**src/shared/shift_move_consts.vh**
```
// Purpose: shared constants for the shift, move and indirect load unit
// Assumes: included by bare name from every design file of the unit
// Notes:   definitions only
`ifndef SHIFT_MOVE_CONSTS_VH
`define SHIFT_MOVE_CONSTS_VH

// =====================================================================
// operation select
`define OP_NONE        2'h0
`define OP_SHIFT       2'h1
`define OP_MOVE        2'h2
`define OP_INDIRECT    2'h3

// =====================================================================
// destination select
`define DEST_ACC       1'b0
`define DEST_FILE      1'b1

// =====================================================================
// pointer update codes
`define PTR_PREINC     2'h0
`define PTR_PREDEC     2'h1
`define PTR_POSTINC    2'h2
`define PTR_POSTDEC    2'h3
`define PTR_CODE_DEC   0
`define PTR_CODE_POST  1

// =====================================================================
// indirect window file addresses
`define WINDOW0_ADDR   7'h00
`define WINDOW1_ADDR   7'h01

// =====================================================================
// reset values
`define ACC_RST        8'h00
`define PTR_RST        16'h0000
`define FLAG_RST       1'b0
`define WB_ADDR_RST    7'h00
`define DATA_RST       8'h00

// =====================================================================
// timing
`define INSN_CYCLES    1

`endif
```
**src/hdl/pointer_file.v**
```verilog
// Purpose: two wrapping pointer registers with pre/post update and relative addressing
// Assumes: load port from the rest of the core has priority
// Notes:   effective address output is combinational
`timescale 1ns/100ps
`default_nettype none
`include "shift_move_consts.vh"

module pointer_file
#(
    parameter PTR_W = 16,
    parameter OFS_W = 6
)
(
    // clock and reset
    input  wire             clk_sys_i,
    input  wire             nrst_i,
    // indirect access
    input  wire             upd_i,
    input  wire             idx_i,
    input  wire [1:0]       mode_i,
    input  wire             rel_i,
    input  wire [OFS_W-1:0] offset_i,
    // direct load
    input  wire             load_i,
    input  wire             load_idx_i,
    input  wire [PTR_W-1:0] load_data_i,
    // pointers
    output reg  [PTR_W-1:0] ptr0_o,
    output reg  [PTR_W-1:0] ptr1_o,
    output reg  [PTR_W-1:0] ea_o
);

    wire [PTR_W-1:0] sel;
    wire [PTR_W-1:0] ofs_ext;
    wire [PTR_W-1:0] stepped;

    assign sel     = idx_i ? ptr1_o : ptr0_o;
    assign ofs_ext = {{(PTR_W-OFS_W){offset_i[OFS_W-1]}}, offset_i};
    assign stepped = mode_i[`PTR_CODE_DEC] ? (sel - {{(PTR_W-1){1'b0}}, 1'b1})
                                           : (sel + {{(PTR_W-1){1'b0}}, 1'b1});

    // =================================================================
    // effective address
    always @*
    begin
        if (rel_i)
            ea_o = sel + ofs_ext;
        // pre uses changed, post uses old
        else if (mode_i[`PTR_CODE_POST])
            ea_o = sel;
        else
            ea_o = stepped;
    end

    // =================================================================
    // pointer storage
    always @(posedge clk_sys_i or negedge nrst_i)
    begin
        if (!nrst_i)
        begin
            ptr0_o <= `PTR_RST;
            ptr1_o <= `PTR_RST;
        end
        else
        begin
            if (load_i && !load_idx_i)
                ptr0_o <= load_data_i;
            // every non-relative mode steps by one
            else if (upd_i && !rel_i && !idx_i)
                ptr0_o <= stepped;
            if (load_i && load_idx_i)
                ptr1_o <= load_data_i;
            else if (upd_i && !rel_i && idx_i)
                ptr1_o <= stepped;
        end
    end

endmodule
`default_nettype wire

```
**src/hdl/shift_move_alu.v**
```verilog
// Purpose: result and flag computation for shift, move and indirect load
// Assumes: purely combinational, operand already selected
// Notes:   carry update only for the right shift
`timescale 1ns/100ps
`default_nettype none
`include "shift_move_consts.vh"

module shift_move_alu
(
    // operation
    input  wire [1:0] op_i,
    input  wire [7:0] src_i,
    // result and flags
    output reg  [7:0] result_o,
    output reg        carry_o,
    output reg        carry_upd_o,
    output wire       zero_o
);

    // =================================================================
    // zero test
    function is_zero;
        input [7:0] v;
        begin
            is_zero = (v == 8'h00);
        end
    endfunction

    // =================================================================
    // datapath
    always @*
    begin
        result_o    = src_i;
        carry_o     = 1'b0;
        carry_upd_o = 1'b0;
        case (op_i)
            `OP_SHIFT:
            begin
                // zero into bit 7, bit 0 to carry
                result_o    = {1'b0, src_i[7:1]};
                carry_o     = src_i[0];
                carry_upd_o = 1'b1;
            end
            `OP_MOVE:     result_o = src_i;
            `OP_INDIRECT: result_o = src_i;
            default:      result_o = src_i;
        endcase
    end

    // zero set only on zero result
    assign zero_o = is_zero(result_o);

endmodule
`default_nettype wire

```
**src/hdl/shift_move_indirect_exec.v**
```verilog
// Purpose: executes right shift, file copy and indirect load in one cycle
// Assumes: file and data memory reads answer combinationally in the
//          cycle the address is shown; all inputs synchronous to clk_sys_i
// Notes:   write-backs leave registered, one cycle after execution
`timescale 1ns/100ps
`default_nettype none
`include "shift_move_consts.vh"

// Contract
// - right shift: zero top bit, bit0 to carry
// - right shift updates carry and zero
// - destination bit 0 accumulator, 1 file register
// - file copy takes one word, one cycle
// - file copy updates zero from moved value
// - indirect load via selected pointer into accumulator
// - update code: preinc, predec, postinc, postdec
// - pre steps before access, post after
// - relative offset -32..31, pointer unchanged
// - pointers sixteen bits, wrap at ends
// - window addresses redirect through matching pointer
module shift_move_indirect_exec
#(
    parameter PTR_W  = 16,
    parameter OFS_W  = 6,
    parameter FADR_W = 7
)
(
    // clock and reset
    input  wire              clk_sys_i,
    input  wire              nrst_i,
    // instruction from decode
    input  wire              op_valid_i,
    input  wire [1:0]        op_sel_i,
    input  wire              dest_sel_i,
    input  wire [FADR_W-1:0] file_addr_i,
    input  wire              ptr_idx_i,
    input  wire [1:0]        ptr_code_i,
    input  wire              rel_mode_i,
    input  wire [OFS_W-1:0]  rel_offset_i,
    // state loads from the rest of the core
    input  wire              acc_load_i,
    input  wire [7:0]        acc_load_data_i,
    input  wire              flag_load_i,
    input  wire              carry_load_data_i,
    input  wire              zero_load_data_i,
    input  wire              ptr_load_i,
    input  wire              ptr_load_idx_i,
    input  wire [PTR_W-1:0]  ptr_load_data_i,
    // file register read port
    output wire [FADR_W-1:0] file_raddr_o,
    input  wire [7:0]        file_rdata_i,
    // file register write port
    output reg               file_we_o,
    output reg  [FADR_W-1:0] file_waddr_o,
    output reg  [7:0]        file_wdata_o,
    // data memory read port
    output wire [PTR_W-1:0]  mem_raddr_o,
    input  wire [7:0]        mem_rdata_i,
    // data memory write port
    output reg               mem_we_o,
    output reg  [PTR_W-1:0]  mem_waddr_o,
    output reg  [7:0]        mem_wdata_o,
    // core state
    output reg  [7:0]        acc_o,
    output reg               carry_o,
    output reg               zero_o,
    output wire [PTR_W-1:0]  ptr0_o,
    output wire [PTR_W-1:0]  ptr1_o,
    output reg               retire_o
);

    // =================================================================
    // decode
    wire              op_shift;
    wire              op_move;
    wire              op_ind;
    wire              op_file;
    wire              exec;

    // window redirect
    wire              win_hit;
    wire              win_idx;
    wire              use_mem;
    wire [PTR_W-1:0]  win_ptr;

    // operand and result
    wire [PTR_W-1:0]  ea;
    wire [7:0]        src;
    wire [7:0]        result;
    wire              carry_new;
    wire              carry_upd;
    wire              zero_new;

    // destination
    wire              to_acc;
    wire              to_dest_file;

    // next state
    reg               file_we_d;
    reg               mem_we_d;
    reg  [7:0]        acc_d;
    reg               carry_d;
    reg               zero_d;

    // =================================================================
    // decode helpers
    function op_hit;
        input       valid;
        input [1:0] sel;
        input [1:0] kind;
        begin
            op_hit = valid && (sel == kind);
        end
    endfunction

    function is_window;
        input [FADR_W-1:0] a;
        begin
            is_window = (a == `WINDOW0_ADDR) || (a == `WINDOW1_ADDR);
        end
    endfunction

    assign exec     = op_valid_i && (op_sel_i != `OP_NONE);
    assign op_shift = op_hit(exec, op_sel_i, `OP_SHIFT);
    assign op_move  = op_hit(exec, op_sel_i, `OP_MOVE);
    assign op_ind   = op_hit(exec, op_sel_i, `OP_INDIRECT);
    assign op_file  = op_shift || op_move;

    assign win_hit = op_file && is_window(file_addr_i);
    assign win_idx = (file_addr_i == `WINDOW1_ADDR);
    assign win_ptr = win_idx ? ptr1_o : ptr0_o;

    // =================================================================
    // pointer registers
    // update code passed straight to pointer unit
    pointer_file
    #(
        .PTR_W (PTR_W),
        .OFS_W (OFS_W)
    )
    u_ptr
    (
        .clk_sys_i   (clk_sys_i),
        .nrst_i      (nrst_i),
        .upd_i       (op_ind),
        .idx_i       (ptr_idx_i),
        .mode_i      (ptr_code_i),
        .rel_i       (rel_mode_i),
        .offset_i    (rel_offset_i),
        .load_i      (ptr_load_i),
        .load_idx_i  (ptr_load_idx_i),
        .load_data_i (ptr_load_data_i),
        .ptr0_o      (ptr0_o),
        .ptr1_o      (ptr1_o),
        .ea_o        (ea)
    );

    // =================================================================
    // operand fetch
    assign file_raddr_o = file_addr_i;
    // indirect load reads via selected pointer
    // window access redirected to pointer target
    assign mem_raddr_o  = op_ind ? ea : win_ptr;
    assign use_mem      = op_ind || win_hit;
    assign src          = use_mem ? mem_rdata_i : file_rdata_i;

    // =================================================================
    // result and flags
    shift_move_alu u_alu
    (
        .op_i        (op_sel_i),
        .src_i       (src),
        .result_o    (result),
        .carry_o     (carry_new),
        .carry_upd_o (carry_upd),
        .zero_o      (zero_new)
    );

    assign to_acc       = op_ind || (op_file && (dest_sel_i == `DEST_ACC));
    assign to_dest_file = op_file && (dest_sel_i == `DEST_FILE);

    // =================================================================
    // next accumulator
    always @*
    begin
        acc_d = acc_o;
        if (acc_load_i)
            acc_d = acc_load_data_i;
        if (to_acc)
            acc_d = result;
    end

    // =================================================================
    // next flags
    always @*
    begin
        carry_d = carry_o;
        zero_d  = zero_o;
        if (flag_load_i)
        begin
            carry_d = carry_load_data_i;
            zero_d  = zero_load_data_i;
        end
        if (exec)
            zero_d = zero_new;
        if (exec && carry_upd)
            carry_d = carry_new;
    end

    // =================================================================
    // write-back strobes
    always @*
    begin
        // file write when destination bit is 1 and the address is not a window
        file_we_d = to_dest_file && !win_hit;
        // window write lands at pointer target
        mem_we_d  = to_dest_file && win_hit;
    end

    // =================================================================
    // accumulator register
    always @(posedge clk_sys_i or negedge nrst_i)
    begin
        if (!nrst_i)
            acc_o <= `ACC_RST;
        else
            acc_o <= acc_d;
    end

    // =================================================================
    // status flag registers
    always @(posedge clk_sys_i or negedge nrst_i)
    begin
        if (!nrst_i)
        begin
            carry_o <= `FLAG_RST;
            zero_o  <= `FLAG_RST;
        end
        else
        begin
            carry_o <= carry_d;
            zero_o  <= zero_d;
        end
    end

    // =================================================================
    // registered file write port
    // file write one cycle later
    always @(posedge clk_sys_i or negedge nrst_i)
    begin
        if (!nrst_i)
        begin
            file_we_o    <= 1'b0;
            file_waddr_o <= `WB_ADDR_RST;
            file_wdata_o <= `DATA_RST;
        end
        else
        begin
            file_we_o <= file_we_d;
            if (file_we_d)
            begin
                file_waddr_o <= file_addr_i;
                file_wdata_o <= result;
            end
        end
    end

    // =================================================================
    // registered data memory write port
    // window write at pointer target
    always @(posedge clk_sys_i or negedge nrst_i)
    begin
        if (!nrst_i)
        begin
            mem_we_o    <= 1'b0;
            mem_waddr_o <= `PTR_RST;
            mem_wdata_o <= `DATA_RST;
        end
        else
        begin
            mem_we_o <= mem_we_d;
            if (mem_we_d)
            begin
                mem_waddr_o <= win_ptr;
                mem_wdata_o <= result;
            end
        end
    end

    // =================================================================
    // retire pulse
    // one instruction retires per cycle
    always @(posedge clk_sys_i or negedge nrst_i)
    begin
        if (!nrst_i)
            retire_o <= 1'b0;
        else
            retire_o <= exec;
    end

endmodule
`default_nettype wire

```
**config.mk**
```make
export PLATFORM = sky130hd
export DESIGN_NAME = shift_move_indirect_exec
export DESIGN_NICKNAME = d
export VERILOG_FILES = /design/src/hdl/pointer_file.v /design/src/hdl/shift_move_alu.v /design/src/hdl/shift_move_indirect_exec.v
export VERILOG_INCLUDE_DIRS = /design/src /design/src/shared
export SDC_FILE = /design/constraint.sdc
export NUM_CORES = 1
export LEC_CHECK = 0
export ABC_AREA = 1
export ABC_CLOCK_PERIOD_IN_PS = 3800
export BUFFER_PORTS_ARGS = -buffer_cell sky130_fd_sc_hd__buf_2
export CORE_UTILIZATION = 45
export DETAILED_ROUTE_END_ITERATION = 7
export PLACE_DENSITY = 0.81
export SLEW_MARGIN = 0
export SYNTH_ARGS = -nofsm -noshare
export SYNTH_HDL_FRONTEND = slang
export SYNTH_SLANG_ARGS = --single-unit
export TNS_END_PERCENT = 20
```
**constraint.sdc**
```tcl
create_clock -name clk_sys_i -period 3.8 [get_ports clk_sys_i]
set_input_delay 0.19 -clock clk_sys_i [delete_from_list [all_inputs] [get_ports clk_sys_i]]
set_output_delay 0.19 -clock clk_sys_i [all_outputs]
set_load 0.1 [all_outputs]
```
==> flow_summary.html <==
<table>
<tr><th>Metric</th><th>Value</th></tr>
<tr><th colspan="2">Clock tree</th></tr>
<tr><td>Clock latency on the worst-skew pair</td><td>350 ps</td></tr>
<tr><td>Number of levels in the clock H-tree</td><td>3</td></tr>
<tr><td>Clock buffers created by TritonCTS</td><td>9</td></tr>
<tr><td>CTS tree</td><td>done</td></tr>
<tr><td>Post-CTS clock slew at the launch and capture registers of the worst setup and hold paths</td><td>70 ps</td></tr>
<tr><td>Maximum buffer depth of the clock tree</td><td>2</td></tr>
<tr><td>CTS sink cnt</td><td>84</td></tr>
<tr><td>CTS Root Cell</td><td>sky130_fd_sc_hd__clkbuf_16</td></tr>
<tr><th colspan="2">Yosys</th></tr>
<tr><td>Post-synthesis share of cell area spent on and, or, nand and nor gates</td><td>30.6%</td></tr>
<tr><td>Area share of xor/xnor cells in the synthesized design</td><td>1.97%</td></tr>
<tr><td>Top cell type's share of synthesized area</td><td>33.9%</td></tr>
<tr><td>Most common flop cell mapped by yosys</td><td>sky130_fd_sc_hd__dfrtp_1</td></tr>
<tr><td>Cell area after synthesis</td><td>6210 um2</td></tr>
<tr><td>Cell count after synthesis</td><td>900</td></tr>
<tr><td>Combinational family with the most area after synthesis</td><td>simple AND/OR/NAND/NOR gates</td></tr>
<tr><td>Share of synthesized registers carrying an async set or reset</td><td>100%</td></tr>
<tr><td>Synth top area cells</td><td>sky130_fd_sc_hd__dfrtp_1 (34%), sky130_fd_sc_hd__nand2_1 (18%), sky130_fd_sc_hd__o21ai_0 (7.4%), sky130_fd_sc_hd__nand3_1 (6.2%), sky130_fd_sc_hd__ha_1 (5.8%)</td></tr>
<tr><td>Adder-Cell Fraction of Synth Area</td><td>6.49%</td></tr>
<tr><td>Yosys cell types</td><td>41</td></tr>
<tr><td>Syn Area/Cell</td><td>6.90 um2</td></tr>
<tr><td>Top cell type by total area after synthesis</td><td>sky130_fd_sc_hd__dfrtp_1</td></tr>
<tr><td>Nets in the synthesized netlist</td><td>1,000</td></tr>
<tr><td>Number of flops mapped to enable cells by yosys</td><td>0</td></tr>
<tr><td>Ys Warns</td><td>0</td></tr>
<tr><td>Flip-flop and latch count after synthesis</td><td>84</td></tr>
<tr><td>Share of synthesized area occupied by flip-flops and latches</td><td>33.9%</td></tr>
<tr><td>Fraction of synthesized area in multiplexers</td><td>0.484%</td></tr>
<tr><td>Compound-Gate Fraction of Synth Area</td><td>18.1%</td></tr>
<tr><th colspan="2">Timing</th></tr>
<tr><td>RSZ-0062 raised after global routing</td><td>false</td></tr>
<tr><td>Setup violations, final</td><td>0</td></tr>
<tr><td>Final critical delay including setup and external delays</td><td>3430 ps</td></tr>
<tr><td>Worst Hold Margin</td><td>80.1 ps</td></tr>
<tr><td>Max-slew violation count</td><td>0</td></tr>
<tr><td>Number of hold violations in the final report</td><td>0</td></tr>
<tr><td>Tightest slew margin relative to the limit</td><td>43.6%</td></tr>
<tr><td>Achievable clock frequency</td><td>292 MHz</td></tr>
<tr><td>Final clock period utilization by the worst path</td><td>90.2%</td></tr>
<tr><td>Max Clock Skew</td><td>9.91 ps</td></tr>
<tr><td>Actual transition at the worst max-transition pin</td><td>843 ps</td></tr>
<tr><td>Final setup TNS</td><td>0 ps</td></tr>
<tr><th colspan="2">Global routing</th></tr>
<tr><td>Largest net degree at the start of global routing</td><td>57</td></tr>
<tr><td>Number of antenna violations at the first check in global routing</td><td>2</td></tr>
<tr><td>Sum of overflow across all layers after global routing</td><td>0</td></tr>
<tr><td>Global-route usage over all layers</td><td>28.2%</td></tr>
<tr><td>Vias in the first global route</td><td>6,301</td></tr>
<tr><td>Global-route wire length before repair</td><td>31.5 mm</td></tr>
<tr><th colspan="2">Setup path</th></tr>
<tr><td>Crit Path Category</td><td>register to output pin</td></tr>
<tr><td>Kind of start point of the critical path</td><td>register</td></tr>
<tr><td>R2R depth</td><td>11</td></tr>
<tr><td>Delay of the slowest cell on the worst path</td><td>490 ps</td></tr>
<tr><td>Required time at the worst-slack endpoint</td><td>3610 ps</td></tr>
<tr><td>Reg-to-Reg Start</td><td>u_ptr.ptr0_o[4]$_DFFE_PN0P_</td></tr>
<tr><td>Worst Setup End Kind</td><td>output pin</td></tr>
<tr><td>List of cells traversed by the critical path</td><td>inv_1, o21ai_1, ha_1, a21oi_1, nand2_1, inv_1, o21ai_0, nand3_1, nand3b_1, nand3_1, nand2_1, nand2_1, nand2_1, buf_2</td></tr>
<tr><td>Slack of the worst reg-to-reg path</td><td>1350 ps</td></tr>
<tr><td>Worst EP arrival</td><td>3240 ps</td></tr>
<tr><td>Dominant cell type by count on the critical path</td><td>sky130_fd_sc_hd__nand2_1</td></tr>
<tr><td>Endpoint of the worst register-to-register path</td><td>u_ptr.ptr0_o[11]$_DFFE_PN0P_</td></tr>
<tr><td>Worst-path fanout max</td><td>5</td></tr>
<tr><td>Critical Path Slowest Stage Cell</td><td>sky130_fd_sc_hd__o21ai_0</td></tr>
<tr><th colspan="2">Floorplan</th></tr>
<tr><td>Initial core utilization</td><td>46.5%</td></tr>
<tr><td>Top-Level Pins</td><td>176</td></tr>
<tr><td>Row cnt</td><td>42</td></tr>
<tr><td>Die W</td><td>119 um</td></tr>
<tr><td>Chip Height</td><td>119 um</td></tr>
<tr><td>Area of the die</td><td>14,300 um2</td></tr>
<tr><td>CORE AREA</td><td>13,300 um2</td></tr>
<tr><th colspan="2">Cells and area</th></tr>
<tr><td>Layout Area Growth over Synthesis</td><td>20.7%</td></tr>
<tr><td>Layout cell share with drive strength beyond 1</td><td>20.7%</td></tr>
<tr><td>Most frequent standard cell in the layout excluding fill and tap cells</td><td>sky130_fd_sc_hd__nand2_1</td></tr>
<tr><td>Net count of the finished layout</td><td>1,159</td></tr>
<tr><td>Most used cells in the layout excluding fill and tap cells</td><td>sky130_fd_sc_hd__nand2_1 (302), sky130_fd_sc_hd__buf_2 (174), sky130_fd_sc_hd__o21ai_0 (90)</td></tr>
<tr><th colspan="2">Routing</th></tr>
<tr><td>Per-cell routed wire length</td><td>16.0 um</td></tr>
<tr><td>Post-detailed-route count of antenna-violating nets</td><td>0</td></tr>
<tr><td>DRC viols</td><td>0</td></tr>
<tr><td>Total iterations of the first detailed-routing run</td><td>6</td></tr>
<tr><td>Routed via count</td><td>6,837</td></tr>
<tr><td>Ratio of routed vias to standard cells</td><td>5.51</td></tr>
<tr><td>Drt total wl</td><td>19.9 mm</td></tr>
<tr><td>Detailed Route Iter0 Violations</td><td>642</td></tr>
<tr><th colspan="2">Power</th></tr>
<tr><td>Static power due to leakage</td><td>0.00412 uW</td></tr>
<tr><td>Power density over cell area</td><td>573 nW/um2</td></tr>
<tr><td>IR drop worst, VDD</td><td>247 uV</td></tr>
<tr><th colspan="2">Run status</th></tr>
<tr><td>Status</td><td>complete, no violations</td></tr>
<tr><th colspan="2">Placed design</th></tr>
<tr><td>Placed wire-length estimate after detailed placement</td><td>15.2 mm</td></tr>
<tr><td>Number of buffers added on ports</td><td>175</td></tr>
<tr><td>Final weighted congestion of routability-driven global placement</td><td>0.956</td></tr>
<tr><th colspan="2">Flow run</th></tr>
<tr><td>Maxcap violations</td><td>0</td></tr>
<tr><th colspan="2">Min path</th></tr>
<tr><td>Depth of the worst hold-timing path</td><td>3</td></tr>
<tr><td>Origin of the worst min-delay path</td><td>ptr_load_data_i[3]</td></tr>
<tr><td>Hold EP</td><td>u_ptr.ptr0_o[3]$_DFFE_PN0P_</td></tr>
<tr><td>Min-delay worst type</td><td>primary input to register</td></tr>
</table>
==> layer usage <==
| metal | global-route usage [%] | part of all wire (%) | up-vias |
|---|---|---|---|
| met5 | 0 | 0 | - |
| met4 | 12.7 | 3.2 | 0 |
| met3 | 5.65 | 7.3 | 40 |
| met2 | 46.8 | 47 | 305 |
| met1 | 35.3 | 42 | 3187 |
| li1 | - | - | 3305 |
==> logic make-up (layout without fill, tap and decap cells) <==
family,after synthesis,count (layout)
flip-flops,84,84
other,0,1
buffers and inverters,126,290
AO/OA/AOI/OAI,189,189
AND/OR/NAND/NOR,453,453
multiplexers,3,3
adder cells (fa/ha/maj),31,31
XOR/XNOR,14,14
==> per-stage QoR <==
stage	worst slack (ps)	utilization, %	power, uW	instance area (um2)	cells
6_report	372	56.1	4290	7490	1241
2_1_floorplan	12.1	-	2920	6210	900
4_1_cts	115	56.1	4280	7490	1240
5_1_grt	148	56.1	4490	7490	1241
3_3_place_gp	462	53.8	3360	7180	1223
3_5_place_dp	341	53.8	3380	7180	1223
==> Yosys cell counts (2+ instances only) <==
cell / number
sky130_fd_sc_hd__nor2_4: 3
sky130_fd_sc_hd__o21bai_1: 3
sky130_fd_sc_hd__mux2i_1: 3
sky130_fd_sc_hd__nand2_1: 302
sky130_fd_sc_hd__or2_2: 9
sky130_fd_sc_hd__and2_1: 6
sky130_fd_sc_hd__nor3_1: 5
sky130_fd_sc_hd__a21o_1: 8
sky130_fd_sc_hd__a21oi_1: 28
sky130_fd_sc_hd__clkinv_1: 3
sky130_fd_sc_hd__nor2_2: 2
sky130_fd_sc_hd__xnor2_1: 3
sky130_fd_sc_hd__o22ai_1: 2
sky130_fd_sc_hd__nand3_1: 77
sky130_fd_sc_hd__o21ai_0: 92
sky130_fd_sc_hd__xor2_1: 11
sky130_fd_sc_hd__buf_2: 10
sky130_fd_sc_hd__clkbuf_1: 16
sky130_fd_sc_hd__buf_6: 2
sky130_fd_sc_hd__buf_4: 7
sky130_fd_sc_hd__nand4_1: 3
sky130_fd_sc_hd__nor2_1: 39
sky130_fd_sc_hd__o211ai_1: 27
sky130_fd_sc_hd__nand3b_1: 5
sky130_fd_sc_hd__ha_1: 29
sky130_fd_sc_hd__o221ai_1: 11
sky130_fd_sc_hd__inv_2: 2
sky130_fd_sc_hd__dfrtp_1: 84
sky130_fd_sc_hd__inv_1: 85
sky130_fd_sc_hd__fa_1: 2
sky130_fd_sc_hd__o21ai_1: 11
==> critical path, delay by kind of cell, from the launching register on <==
family,cells,cell delay [ps]
buf+inv,3,540
fa+ha+maj,1,260
compound gates,3,1030
flops,1,340
simple gates,7,710
==> worst max-delay path by stage <==
stage	start	endpoint	slack (ps)	depth (start not counted)
finish	u_ptr.ptr0_o[1]$_DFFE_PN0P_	mem_raddr_o[15]	370	14
global route	u_ptr.ptr0_o[1]$_DFFE_PN0P_	mem_raddr_o[15]	150	14
CTS	u_ptr.ptr0_o[1]$_DFFE_PN0P_	mem_raddr_o[15]	120	14
detailed placement	ptr_idx_i	mem_raddr_o[15]	340	14
global placement	ptr_idx_i	mem_raddr_o[15]	460	14
floorplan	u_ptr.ptr0_o[1]$_DFFE_PN0P_	mem_raddr_o[6]	10	11
==> area by class of cell <==
type	count	area, um2
fill	1307	5850
multi-input combinational	690	3580
sequential	84	2100
timing repair buffer	184	948
inverter	90	338
clock buffer	9	225
tap	176	220
clock inverter	7	76.3
antenna	1	2.50
==> repair_timing <==
item,in CTS,in global routing
resized for setup,0,1
hold buffers,1,0
endpoints found under the hold margin,55,0
setup buffers,0,0
endpoints found under the setup margin,0,4
==> where the power goes <==
group | switching [uW] | leakage, uW | total, uW | internal (uW)
combinational | 1840 | 0.00290 | 2300 | 462
clock | 392 | 0.000142 | 905 | 513
sequential | 79.6 | 0.00107 | 1090 | 1010
==> state kept, by name, summed over array words and instances (netlist names) <==
signal / cells
u_ptr.ptr1_o: 16
file_wdata_o: 8
retire_o: 1
mem_wdata_o: 8
mem_we_o: 1
file_we_o: 1
zero_o: 1
u_ptr.ptr0_o: 16
carry_o: 1
mem_waddr_o: 16
file_waddr_o: 7
acc_o: 8
Power figures use the tool's default switching activity.
